===== src/core/cfcc_crc_step.v =====
// One-bit serial CRC update step, parameterised by width and polynomial.
`timescale 1ns/1ps
module cfcc_crc_step #(
  parameter W = 32,
  parameter [W-1:0] POLY = {W{1'b1}}
) (
  input wire [W-1:0] crc_in,
  input wire bit_in,
  output wire [W-1:0] crc_out
);
  wire fb;
  assign fb = crc_in[W-1] ^ bit_in;
  assign crc_out = {crc_in[W-2:0], 1'b0} ^ (fb ? POLY : {W{1'b0}});
endmodule // cfcc_crc_step


===== config.mk =====
export PLATFORM = sky130hd
export DESIGN_NAME = cfcc_crc_step
export DESIGN_NICKNAME = d
export VERILOG_FILES = /design/src/core/cfcc_crc_step.v
export SDC_FILE = /design/constraint.sdc
export NUM_CORES = 1
export LEC_CHECK = 0
export ABC_AREA = 1
export BUFFER_PORTS_ARGS = -buffer_cell sky130_fd_sc_hd__clkbuf_2
export CORE_ASPECT_RATIO = 0.75
export CORE_UTILIZATION = 35
export DETAILED_ROUTE_END_ITERATION = 12
export GPL_ROUTABILITY_DRIVEN = 0
export PLACE_DENSITY = 0.79
export SLEW_MARGIN = 40
export SYNTH_ARGS = -nofsm -noshare
export SYNTH_HDL_FRONTEND = slang
export SYNTH_SLANG_ARGS = --single-unit

===== constraint.sdc =====
create_clock -name vclk -period 0.8
set_input_delay 0.04 -clock vclk [all_inputs]
set_output_delay 0.04 -clock vclk [all_outputs]
set_load 0.02 [all_outputs]

---- After elaboration in Yosys (flattened, before gate mapping) ----
Cells that the tools add are included.
storage, ports and cells
  bits in registers ....................... 0
  input port bits ......................... 33
  output and inout bits ................... 32
  word-level logic and storage cells ...... 3
cells by class
  mux-type cells .......................... 1
  bitwise logic cells ..................... 2
operators with widths
  cell              count
  $mux W32          1
  $xor A32 B32 Y32  1
  $xor A1 B1 Y1     1

---- Depth between registers and ports, before layout ----
Gate-level depths: netlist of run 1.
  depth in word-level cells ............... 3
  mapped depth ............................ 5
  gate-level depth less buffers ........... 4

---- Least setup slack after synthesis of run 1 ----
No wires, ideal clock.
  kind .................................... input port to output port
  start point ............................. input crc_in[31]
  end point ............................... output crc_out[10]
  data arrival time ....................... 0.582 ns
  required time ........................... 0.760 ns
  setup slack ............................. 0.178 ns
  stages on the path ...................... 5
  buffers on the path ..................... 1
  path through ............................ inv_1 nand2_1 buf_2 nand3_1 nand2_1
on the way
  longest elaborated chain between the ends .. 3
ends and longest elaborated chain
  what              line  source
  start, declared   7     input wire [W-1:0] crc_in,
  $xor A1 B1 Y1     12    assign fb = crc_in[W-1] ^ bit_in;
  $mux W32          13    assign crc_out = {crc_in[W-2:0], 1'b0} ^ (fb ? POLY : {W{1'b0}});
  $xor A32 B32 Y32  13
  end, declared     9     output wire [W-1:0] crc_out
Every way passes these cells.

---- Worst setup path in the final report of run 1 ----
  start point ............................. input bit_in
  end point ............................... output crc_out[30]
on the way
  longest elaborated chain between the ends .. 3
ends and longest elaborated chain
  what              line  source
  start, declared   8     input wire bit_in,
  $xor A1 B1 Y1     12
  $mux W32          13
  $xor A32 B32 Y32  13
Every way passes these cells.

==> results of run 1 <==
[cell usage after synthesis, drive strengths merged]
cell type / n
inv: 33
buf: 13
nand2: 36
nand3: 62
[logic make-up (layout without fill, tap and decap cells)]
group / count (synthesis) / after routing / share of synthesized area [%]
simple gates: 98 / 98 / 68.07
buf+inv: 46 / 112 / 31.93
[layer usage]
| layer | vias to the layer above | wire (um) |
|---|---|---|
| li1 | 590 | - |
| met1 | 599 | 1430 |
| met3 | 25 | 406 |
| met5 | - | 0 |
| met2 | 112 | 2052 |
| met4 | 0 | 200 |
[worst min-delay path by stage]
| stage | startpoint | slack, ns | cells after the start | to |
|---|---|---|---|---|
| after floorplan | crc_in[9] | 0.27 | 2 | crc_out[10] |
| after global placement | crc_in[2] | 0.42 | 4 | crc_out[3] |
| after detailed placement | crc_in[4] | 0.43 | 4 | crc_out[5] |
| after CTS | crc_in[23] | 0.44 | 4 | crc_out[24] |
| after global routing | crc_in[23] | 0.44 | 4 | crc_out[24] |
| final | crc_in[22] | 0.42 | 4 | crc_out[23] |
[what timing repair did]
| item | CTS | global route |
|---|---|---|
| hold endpoints to repair | 0 | 0 |
| setup buffers | 0 | 0 |
| pin swaps | 0 | 13 |
| gates resized for setup | 31 | 96 |
| cloned | 0 | 10 |
| endpoints found under the setup margin | 31 | 32 |
[metrics by stage]
step / instance area (um2) / setup TNS, ns / hold slack, ns / worst slack, ns / total power, W
6_report: 1588 / -0.3895 / 0.4199 / -0.07534 / 0.001304
5_1_grt: 1588 / -0.8601 / 0.4350 / -0.08516 / 0.001363
4_1_cts: 1111 / -0.6507 / 0.4354 / -0.03271 / 0.0009054
3_5_place_dp: 1002 / -0.7177 / 0.4257 / -0.03466 / 0.0008033
3_3_place_gp: 1002 / -0.7448 / 0.4205 / -0.03341 / 0.0007987
2_1_floorplan: 654.4 / 0 / 0.2655 / 0.1775 / 0.0005169
[area by class of cell]
cell class,count,area (um2),share of cell area [%]
Timing Repair Buffer,79,817.0,51.46
Inverter,33,148.9,9.377
Multi-Input combinational cell,98,594.3,37.43
Tap cell,22,27.53,1.734
[tightest hold or removal path, delay by kind of cell]
| kind | cells | cell delay, ns |
|---|---|---|
| and+or+nand+nor | 2 | 0.13 |
| buffers and inverters | 2 | 0.22 |
[power by group through the flow]
stage	registers, W	logic, W	clock network [W]
final	0	0.00130	0
after global routing	0	0.00136	0
after CTS	0	0.000905	0
after detailed placement	0	0.000803	0
after global placement	0	0.000799	0
after floorplan	0	0.000517	0
==> results by group, run 1 <==
Power and ir drop
  – Sw Share: 52.98%
  – Sw power: 0.0006909 W
  – Combinational share of power: 100.0%
  – VDD IR-drop max: 0.6588 mV
  – P_int: 0.0006133 W
  – Leak pwr: 0.9874 nW
  – Clk pwr share: 0%
  – Sequential fraction of design power: 0%
  – Pwr per Cell Area: 821.4 nW/um2

GRT
  – GRT overflow: 0
  – GRT Util Overall: 18.78%
  – GR Util met1: 27.11%
  – Initial antenna violation count: 0
  – Met2 Track Usage GR: 32.69%
  – First-pass GRT wire length: 3.015 mm
  – Gr busiest metal: met2
  – Largest net degree at the start of global routing: 33
  – Vias in the first global route: 720
  – GR Util met3: 0.3876%

Critical path
  – Data arrival, critical path: 0.84 ns
  – Highest-delay cell along the critical path: clkbuf_16
  – Worst setup path endpoint: crc_out[30]
  – Worst setup SP type: input port
  – Setup Crit Path Kind: input port to primary output
  – Cell family contributing the most delay on the critical path: buffers and inverters
  – Critical Path Sink Type: primary output
  – Max Fanout on Critical Path: 8
  – CP cell instances: buf_12 -> clkinv_8 -> nand2_8 -> clkbuf_16 -> nand3_1 -> nand2_1 -> buf_6
  – Required time of the critical path: 0.76 ns
  – CP startpoint: bit_in
  – CP max stage delay: 0.16 ns
  – WP buf/inv: 4
  – WP depth: 7

Routing
  – Via/cell ratio: 5.716
  – DRT antenna net count: 0
  – DRC Markers: 0
  – DR vias: 1,326
  – Initial DRC Count: 98
  – Initial DRT Pass Iterations: 4
  – Wirelength, routed: 4.090 mm
  – Routed len/inst: 17.63 um

Hold path
  – HP Class: input port to primary output

Layout
  – Synth-to-layout area growth: 142.6%
  – Ant diodes: 0
  – Final Instance Count excl. Fillers: 232
  – Commonest non-fill, non-tap cell in the layout: nand3_1
  – Share of cells above drive strength 1: 50.48%
  – Sequential cell area: 0 um2
  – # nets final: 245
  – Util after Layout: 91.23%
  – Commonest cells after routing, fill and taps aside: nand3_1, clkbuf_2, inv_1, nand2_1, buf_6
  – Flip-flop and latch count: 0
  – FILL cells: 73
  – CLK BUF: 0

Synthesis
  – Post-synth top area cell: nand3_1
  – Cells after Synth: 144
  – Synth Warn #: 0
  – Syn_nets: 177
  – Top cells by area, synth: nand3_1, nand2_1, inv_1
  – Synth cell types: 5
  – Mapped Avg Cell Area: 4.544 um2
  – Share of the synthesized area in the top cell type: 47.42%
  – Syn Std Cell Area: 654.4 um2
  – Sequential area share after synthesis: 0%

Placement
  – Dpl hpwl: 1.347 mm
  – Number of I/O port buffers: 65
  – DP Cell Count: 222

Outcome
  – Status: finished, violations left
  – Violated checks: setup timing

Flow run
  – MaxCap Viol Count: 0

Floorplan
  – Core ar.: 1740 um2
  – Core Rows: 13
  – Die area: 2048 um2
  – Die Width: 51.93 um
  – Die Height: 39.45 um
  – Starting density of the core: 37.60%
  – IO Pins: 65

Timing
  – Final worst slack: -0.07534 ns
  – Slew headroom: 90.99%
  – Final setup fails: 14
  – Final min period: 0.8753 ns
  – Final cycle utilization of the critical path: 109.4%
  – RSZ-0062 raised after global routing: true
  – Max Slew Vio Count: 0
  – Worst slew pin tran: 0.1348 ns
  – Final Hold Violating Endpoints: 0
  – Max Freq: 1142 MHz

CTS
  – Hold buffers post-CTS: 0
Power figures use the tool's default switching activity.
==> run 2: changes to the inputs <==
--- a/config.mk
+++ b/config.mk
@@ -6,12 +6,11 @@
 export NUM_CORES = 1
 export LEC_CHECK = 0
 export ABC_AREA = 1
-export BUFFER_PORTS_ARGS = -buffer_cell sky130_fd_sc_hd__clkbuf_2
 export CORE_ASPECT_RATIO = 0.75
 export CORE_UTILIZATION = 35
 export DETAILED_ROUTE_END_ITERATION = 12
+export DONT_BUFFER_PORTS = 1
 export GPL_ROUTABILITY_DRIVEN = 0
-export PLACE_DENSITY = 0.79
 export SLEW_MARGIN = 40
 export SYNTH_ARGS = -nofsm -noshare
 export SYNTH_HDL_FRONTEND = slang
==> run 2 against run 1 <==
  * The flow now finishes without violations
  * Flip-flop and latch count did not move
  * Count of clock-buffer cells in the layout did not move
  * Cell count fell by 32%
  * Largest cell class is now multi-input gates
  * Highest routed layer is now met3
==> results by group, run 2 (synthesis gave the netlist of run 1 again) <==
GRT
  – First-pass GRT wire length: 2.173 mm (-28%)
  – GRT overflow: 0 (unchanged)
  – Vias in the first global route: 547 (-24%)
  – Largest net degree at the start of global routing: 33 (unchanged)
  – GRT Util Overall: 13.69% (-5.1 points)
  – Initial antenna violation count: 0 (unchanged)

Floorplan
  – IO Pins: 65 (unchanged)
  – Starting density of the core: 37.60% (unchanged)
  – Core Rows: 13 (unchanged)
  – Die Width: 51.93 um (unchanged)
  – Core ar.: 1740 um2 (unchanged)
  – Die Height: 39.45 um (unchanged)
  – Die area: 2048 um2 (unchanged)

Timing
  – Final cycle utilization of the critical path: 85.10% (-24 points)
  – Setup TNS Final: 0 ns (+0.3895 ns)
  – Slew headroom: 86.03% (-5.0 points)
  – Max Slew Vio Count: 0 (unchanged)
  – Max Freq: 1469 MHz (+29%)
  – Final worst slack: 0.1192 ns (+0.1945 ns)
  – Final Hold Violating Endpoints: 0 (unchanged)
  – Final setup fails: 0 (-14)
  – Worst slew pin tran: 0.2090 ns (+0.07418 ns)
  – RSZ-0062 raised after global routing: false
  – Final min period: 0.6808 ns (-0.1945 ns)

Layout
  – Sequential cell area: 0 um2 (unchanged)
  – Area of the multi-input gates: 445.4 um2 (-25%)
  – # nets final: 171 (-30%)
  – CLK BUF: 0 (unchanged)
  – FILL cells: 190 (+160%)
  – Commonest non-fill, non-tap cell in the layout: nand3_1
  – Commonest cells after routing, fill and taps aside: nand3_1, nand2_1, inv_1, buf_12, buf_4
  – Ant diodes: 0 (unchanged)
  – Flip-flop and latch count: 0 (unchanged)
  – Final Cell Area: 684.4 um2 (-57%)
  – Synth-to-layout area growth: 4.589%
  – Share of cells above drive strength 1: 3.676% (-47 points)

Routing
  – DRT antenna net count: 0 (unchanged)
  – Initial DRT Pass Iterations: 4 (unchanged)
  – DR vias: 812 (-39%)
  – Routed len/inst: 10.58 um (-40%)
  – DRC Markers: 0 (unchanged)
  – Initial DRC Count: 22 (-78%)
  – Wirelength, routed: 1.672 mm (-59%)
  – Via/cell ratio: 5.139 (-10%)

Power and ir drop
  – Pwr per Cell Area: 843.9 nW/um2 (+2.7%)
  – VDD IR-drop max: 0.2607 mV (-60%)
  – Leak pwr: 0.4989 nW (-49%)

Placement
  – Setup WS pre-CTS: 0.1197 ns (+0.1544 ns)
  – Number of I/O port buffers: 0 (-100%)
  – Dpl hpwl: 1.225 mm (-9.1%)
  – Placed Area: 684.4 um2 (-32%)

Critical path
  – Max Fanout on Critical Path: 31 (+23)
  – Setup Crit Path Kind: input port to primary output
  – Required time of the critical path: 0.76 ns (about the same)
  – Critical Path Sink Type: primary output
  – Worst setup SP type: input port
  – Data arrival, critical path: 0.64 ns (-0.20 ns)

Outcome
  – Status: finished, final reports clean

CTS
  – Post-CTS Setup Repair Bufs: 0 (unchanged)
  – Hold buffers post-CTS: 0 (unchanged)
  – Cts repair resizes: 0 (-100%)

Flow run
  – MaxCap Viol Count: 0 (unchanged)

Hold path
  – HP Class: input port to primary output
[run 2: cell types whose count changed in the layout (fill, tap and decap cells not counted), sizes merged]
cell,previous run,this run
inv,31,33
buf,36,5
clkbuf,43,0
clkinv,2,0
[run 2: through the flow]
stage          std cells  total power [W]  utilization (%)  hold slack (ns)
2_1_floorplan        144        0.0005169                -           0.2655
3_3_place_gp         158        0.0005671            39.32           0.2704
3_5_place_dp         158        0.0005805            39.32           0.2710
4_1_cts              158        0.0005812            39.32           0.2704
5_1_grt              158        0.0006392            39.32           0.2771
6_report             158        0.0005776            39.32           0.2693
[run 2: metal layers]
metal	global-route usage (%)	wire length (um)	up-vias
met5	0	0	-
met1	14.44	728	351
li1	-	-	432
met4	1.351	0	0
met2	31.09	847	29
met3	0	96	0
[run 2: critical path, cell delays in order]
cell	delay, ns
inv_1	0.03
nand2_1	0.10
buf_12	0.18
nand3_1	0.09
nand2_1	0.19
[run 2: path summary, 6_finish.rpt]
path | start | end | slack (ns) | cells past startpoint
worst max-delay path | bit_in | crc_out[15] | 0.12 | 5
worst min-delay path | crc_in[20] | crc_out[21] | 0.27 | 2
[run 2: where the power goes]
part	switching, W	internal (W)	total, W
Sequential	0	0	0
Combinational	0.000420	0.000158	0.000578
Clock	0	0	0
[run 2: layout make-up]
class,count,area share [%]
tap,22,4.022
inverter,33,18.10
timing repair buffer,5,12.80
multi-input combinational,98,65.08
==> run 3: changes to the inputs <==
--- a/config.mk
+++ b/config.mk
@@ -6,11 +6,15 @@
 export NUM_CORES = 1
 export LEC_CHECK = 0
 export ABC_AREA = 1
+export CELL_PAD_IN_SITES_DETAIL_PLACEMENT = 0
+export CELL_PAD_IN_SITES_GLOBAL_PLACEMENT = 2
 export CORE_ASPECT_RATIO = 0.75
-export CORE_UTILIZATION = 35
+export CORE_UTILIZATION = 26
 export DETAILED_ROUTE_END_ITERATION = 12
 export DONT_BUFFER_PORTS = 1
 export GPL_ROUTABILITY_DRIVEN = 0
+export PLACE_DENSITY_LB_ADDON = 0.1
+export REMOVE_ABC_BUFFERS = 1
 export SLEW_MARGIN = 40
 export SYNTH_ARGS = -nofsm -noshare
 export SYNTH_HDL_FRONTEND = slang
==> run 3 against run 2 <==
  * Cell area up 2.2%
  * Sequential share of layout area unchanged
  * First-iteration DRC count rose to 2.8 times the previous value
  * Setup slack worse by 0.0035 ns
  * Highest routed layer unchanged
  * Flip-flop and latch count is the same
==> results by group, run 3 (synthesis gave the netlist of run 1 again) <==
Outcome
  – Status: finished, final reports clean

Layout
  – Area of the multi-input gates: 445.4 um2 (unchanged)
  – Commonest cells after routing, fill and taps aside: nand3_1, nand2_1, inv_1, buf_12, buf_4
  – Flip-flop and latch count: 0 (unchanged)
  – # nets final: 171 (unchanged)
  – Util after Layout: 29.81% (-9.5 points)
  – FILL cells: 275 (+45%)
  – Commonest non-fill, non-tap cell in the layout: nand3_1
  – CLK BUF: 0 (unchanged)
  – Share of cells above drive strength 1: 3.676% (unchanged)
  – Synth-to-layout area growth: 6.883%
  – Ant diodes: 0 (unchanged)
  – Sequential cell area: 0 um2 (unchanged)

Floorplan
  – IO Pins: 65 (unchanged)
  – Core Rows: 15 (+2)
  – Die Height: 45.45 um (+15%)
  – Starting density of the core: 27.89% (-9.7 points)
  – Die Width: 59.93 um (+15%)
  – Die area: 2724 um2 (+33%)
  – Core ar.: 2346 um2 (+35%)

GRT
  – Vias in the first global route: 650 (+19%)
  – Largest net degree at the start of global routing: 33 (unchanged)
  – GRT Util Overall: 12.21% (-1.5 points)
  – First-pass GRT wire length: 2.677 mm (+23%)
  – GRT overflow: 0 (unchanged)
  – Initial antenna violation count: 0 (unchanged)

Placement
  – Dpl hpwl: 1.266 mm (+3.4%)
  – Number of I/O port buffers: 0 (unchanged)

CTS
  – Cts repair resizes: 0 (unchanged)
  – Hold buffers post-CTS: 0 (unchanged)
  – Post-CTS Setup Repair Bufs: 0 (unchanged)

Critical path
  – Worst setup SP type: input port
  – Setup Crit Path Kind: input port to primary output
  – Most frequent CP cell: nand2_1
  – Data arrival, critical path: 0.64 ns (about the same)
  – Max Fanout on Critical Path: 32 (+3.2%)
  – CP startpoint: crc_in[31]
  – CP max stage delay: 0.19 ns (about the same)
  – Worst setup path endpoint: crc_out[11]
  – CP cell instances: inv_1 -> nand2_1 -> buf_12 -> nand3_1 -> nand2_1
  – Highest-delay cell along the critical path: buf_12
  – Critical Path Sink Type: primary output
  – Required time of the critical path: 0.76 ns (about the same)

Timing
  – Final Hold Violating Endpoints: 0 (unchanged)
  – Final cycle utilization of the critical path: 85.54% (+0.44 points)
  – Final min period: 0.6843 ns (+0.003515 ns)
  – Max Freq: 1461 MHz (-0.51%)
  – Final setup fails: 0 (unchanged)
  – Max Slew Vio Count: 0 (unchanged)
  – Setup TNS Final: 0 ns (unchanged)
  – Slew headroom: 85.50% (-0.53 points)
  – Worst slew pin tran: 0.2170 ns (+0.007985 ns)
  – RSZ-0062 raised after global routing: false

Routing
  – Met2 Routed Length: 895 um (+5.7%)
  – DRC Markers: 0 (unchanged)
  – Detail Route met3 WL: 198 um (+110%)
  – Routed len/inst: 11.05 um (+4.4%)
  – DR vias: 826 (+1.7%)
  – Initial DRT Pass Iterations: 4 (unchanged)
  – Wirelength, routed: 1.878 mm (+12%)
  – DRT antenna net count: 0 (unchanged)
  – Via/cell ratio: 4.859 (-5.5%)
  – Initial DRC Count: 61 (+180%)
  – Met1 WL: 784 um (+7.7%)
  – Top Layer Used: met3

Hold path
  – HP Class: input port to primary output

Power and ir drop
  – Leak pwr: 0.4989 nW (unchanged)
  – Pwr per Cell Area: 833.3 nW/um2 (-1.3%)
  – VDD IR-drop max: 0.2648 mV (+1.6%)

Flow run
  – MaxCap Viol Count: 0 (unchanged)
run 3: cell counts in the layout (fill, tap and decap cells not counted):
Identical to the previous run, type by type.
run 3: how the worst min path moves through the flow:
| stage | start | endpoint | slack [ns] | depth (start not counted) |
|---|---|---|---|---|
| detailed placement | crc_in[9] | crc_out[10] | 0.27 | 2 |
| CTS | crc_in[16] | crc_out[17] | 0.27 | 2 |
| global placement | crc_in[14] | crc_out[15] | 0.27 | 2 |
| global route | crc_in[18] | crc_out[19] | 0.28 | 2 |
| finish | crc_in[16] | crc_out[17] | 0.27 | 2 |
| floorplan | crc_in[9] | crc_out[10] | 0.27 | 2 |
run 3: critical path, delay by kind of cell:
kind / cells / cell delay [ns]
AND/OR/NAND/NOR: 3 / 0.38
buffers and inverters: 2 / 0.22
run 3: routing by layer:
layer,track usage (%),up-vias
li1,-,433
met1,13.27,358
met2,25.78,35
met3,2.273,0
met4,0,0
met5,0,-
run 3: cell type report:
cell class	count	share of cell area, %
multi-input combinational	98	63.69
inverter	33	17.71
timing repair buffer	5	12.52
tap	34	6.082
run 3: per-stage QoR:
step           setup WS [ns]  instance area, um2  instances  hold slack [ns]  total power, W
2_1_floorplan        -0.1616               569.3        131           0.2695       0.0004745
3_3_place_gp          0.1003               699.4        170           0.2719       0.0005857
3_5_place_dp          0.1103               699.4        170           0.2710       0.0005867
4_1_cts               0.1104               699.4        170           0.2711       0.0005874
5_1_grt              0.04210               699.4        170           0.2768       0.0006412
6_report              0.1157               699.4        170           0.2700       0.0005829
run 3: power by group:
group / internal [W] / switching [W] / leakage, nW
combinational: 0.000158 / 0.000425 / 0.499
sequential: 0 / 0 / 0
clock: 0 / 0 / 0
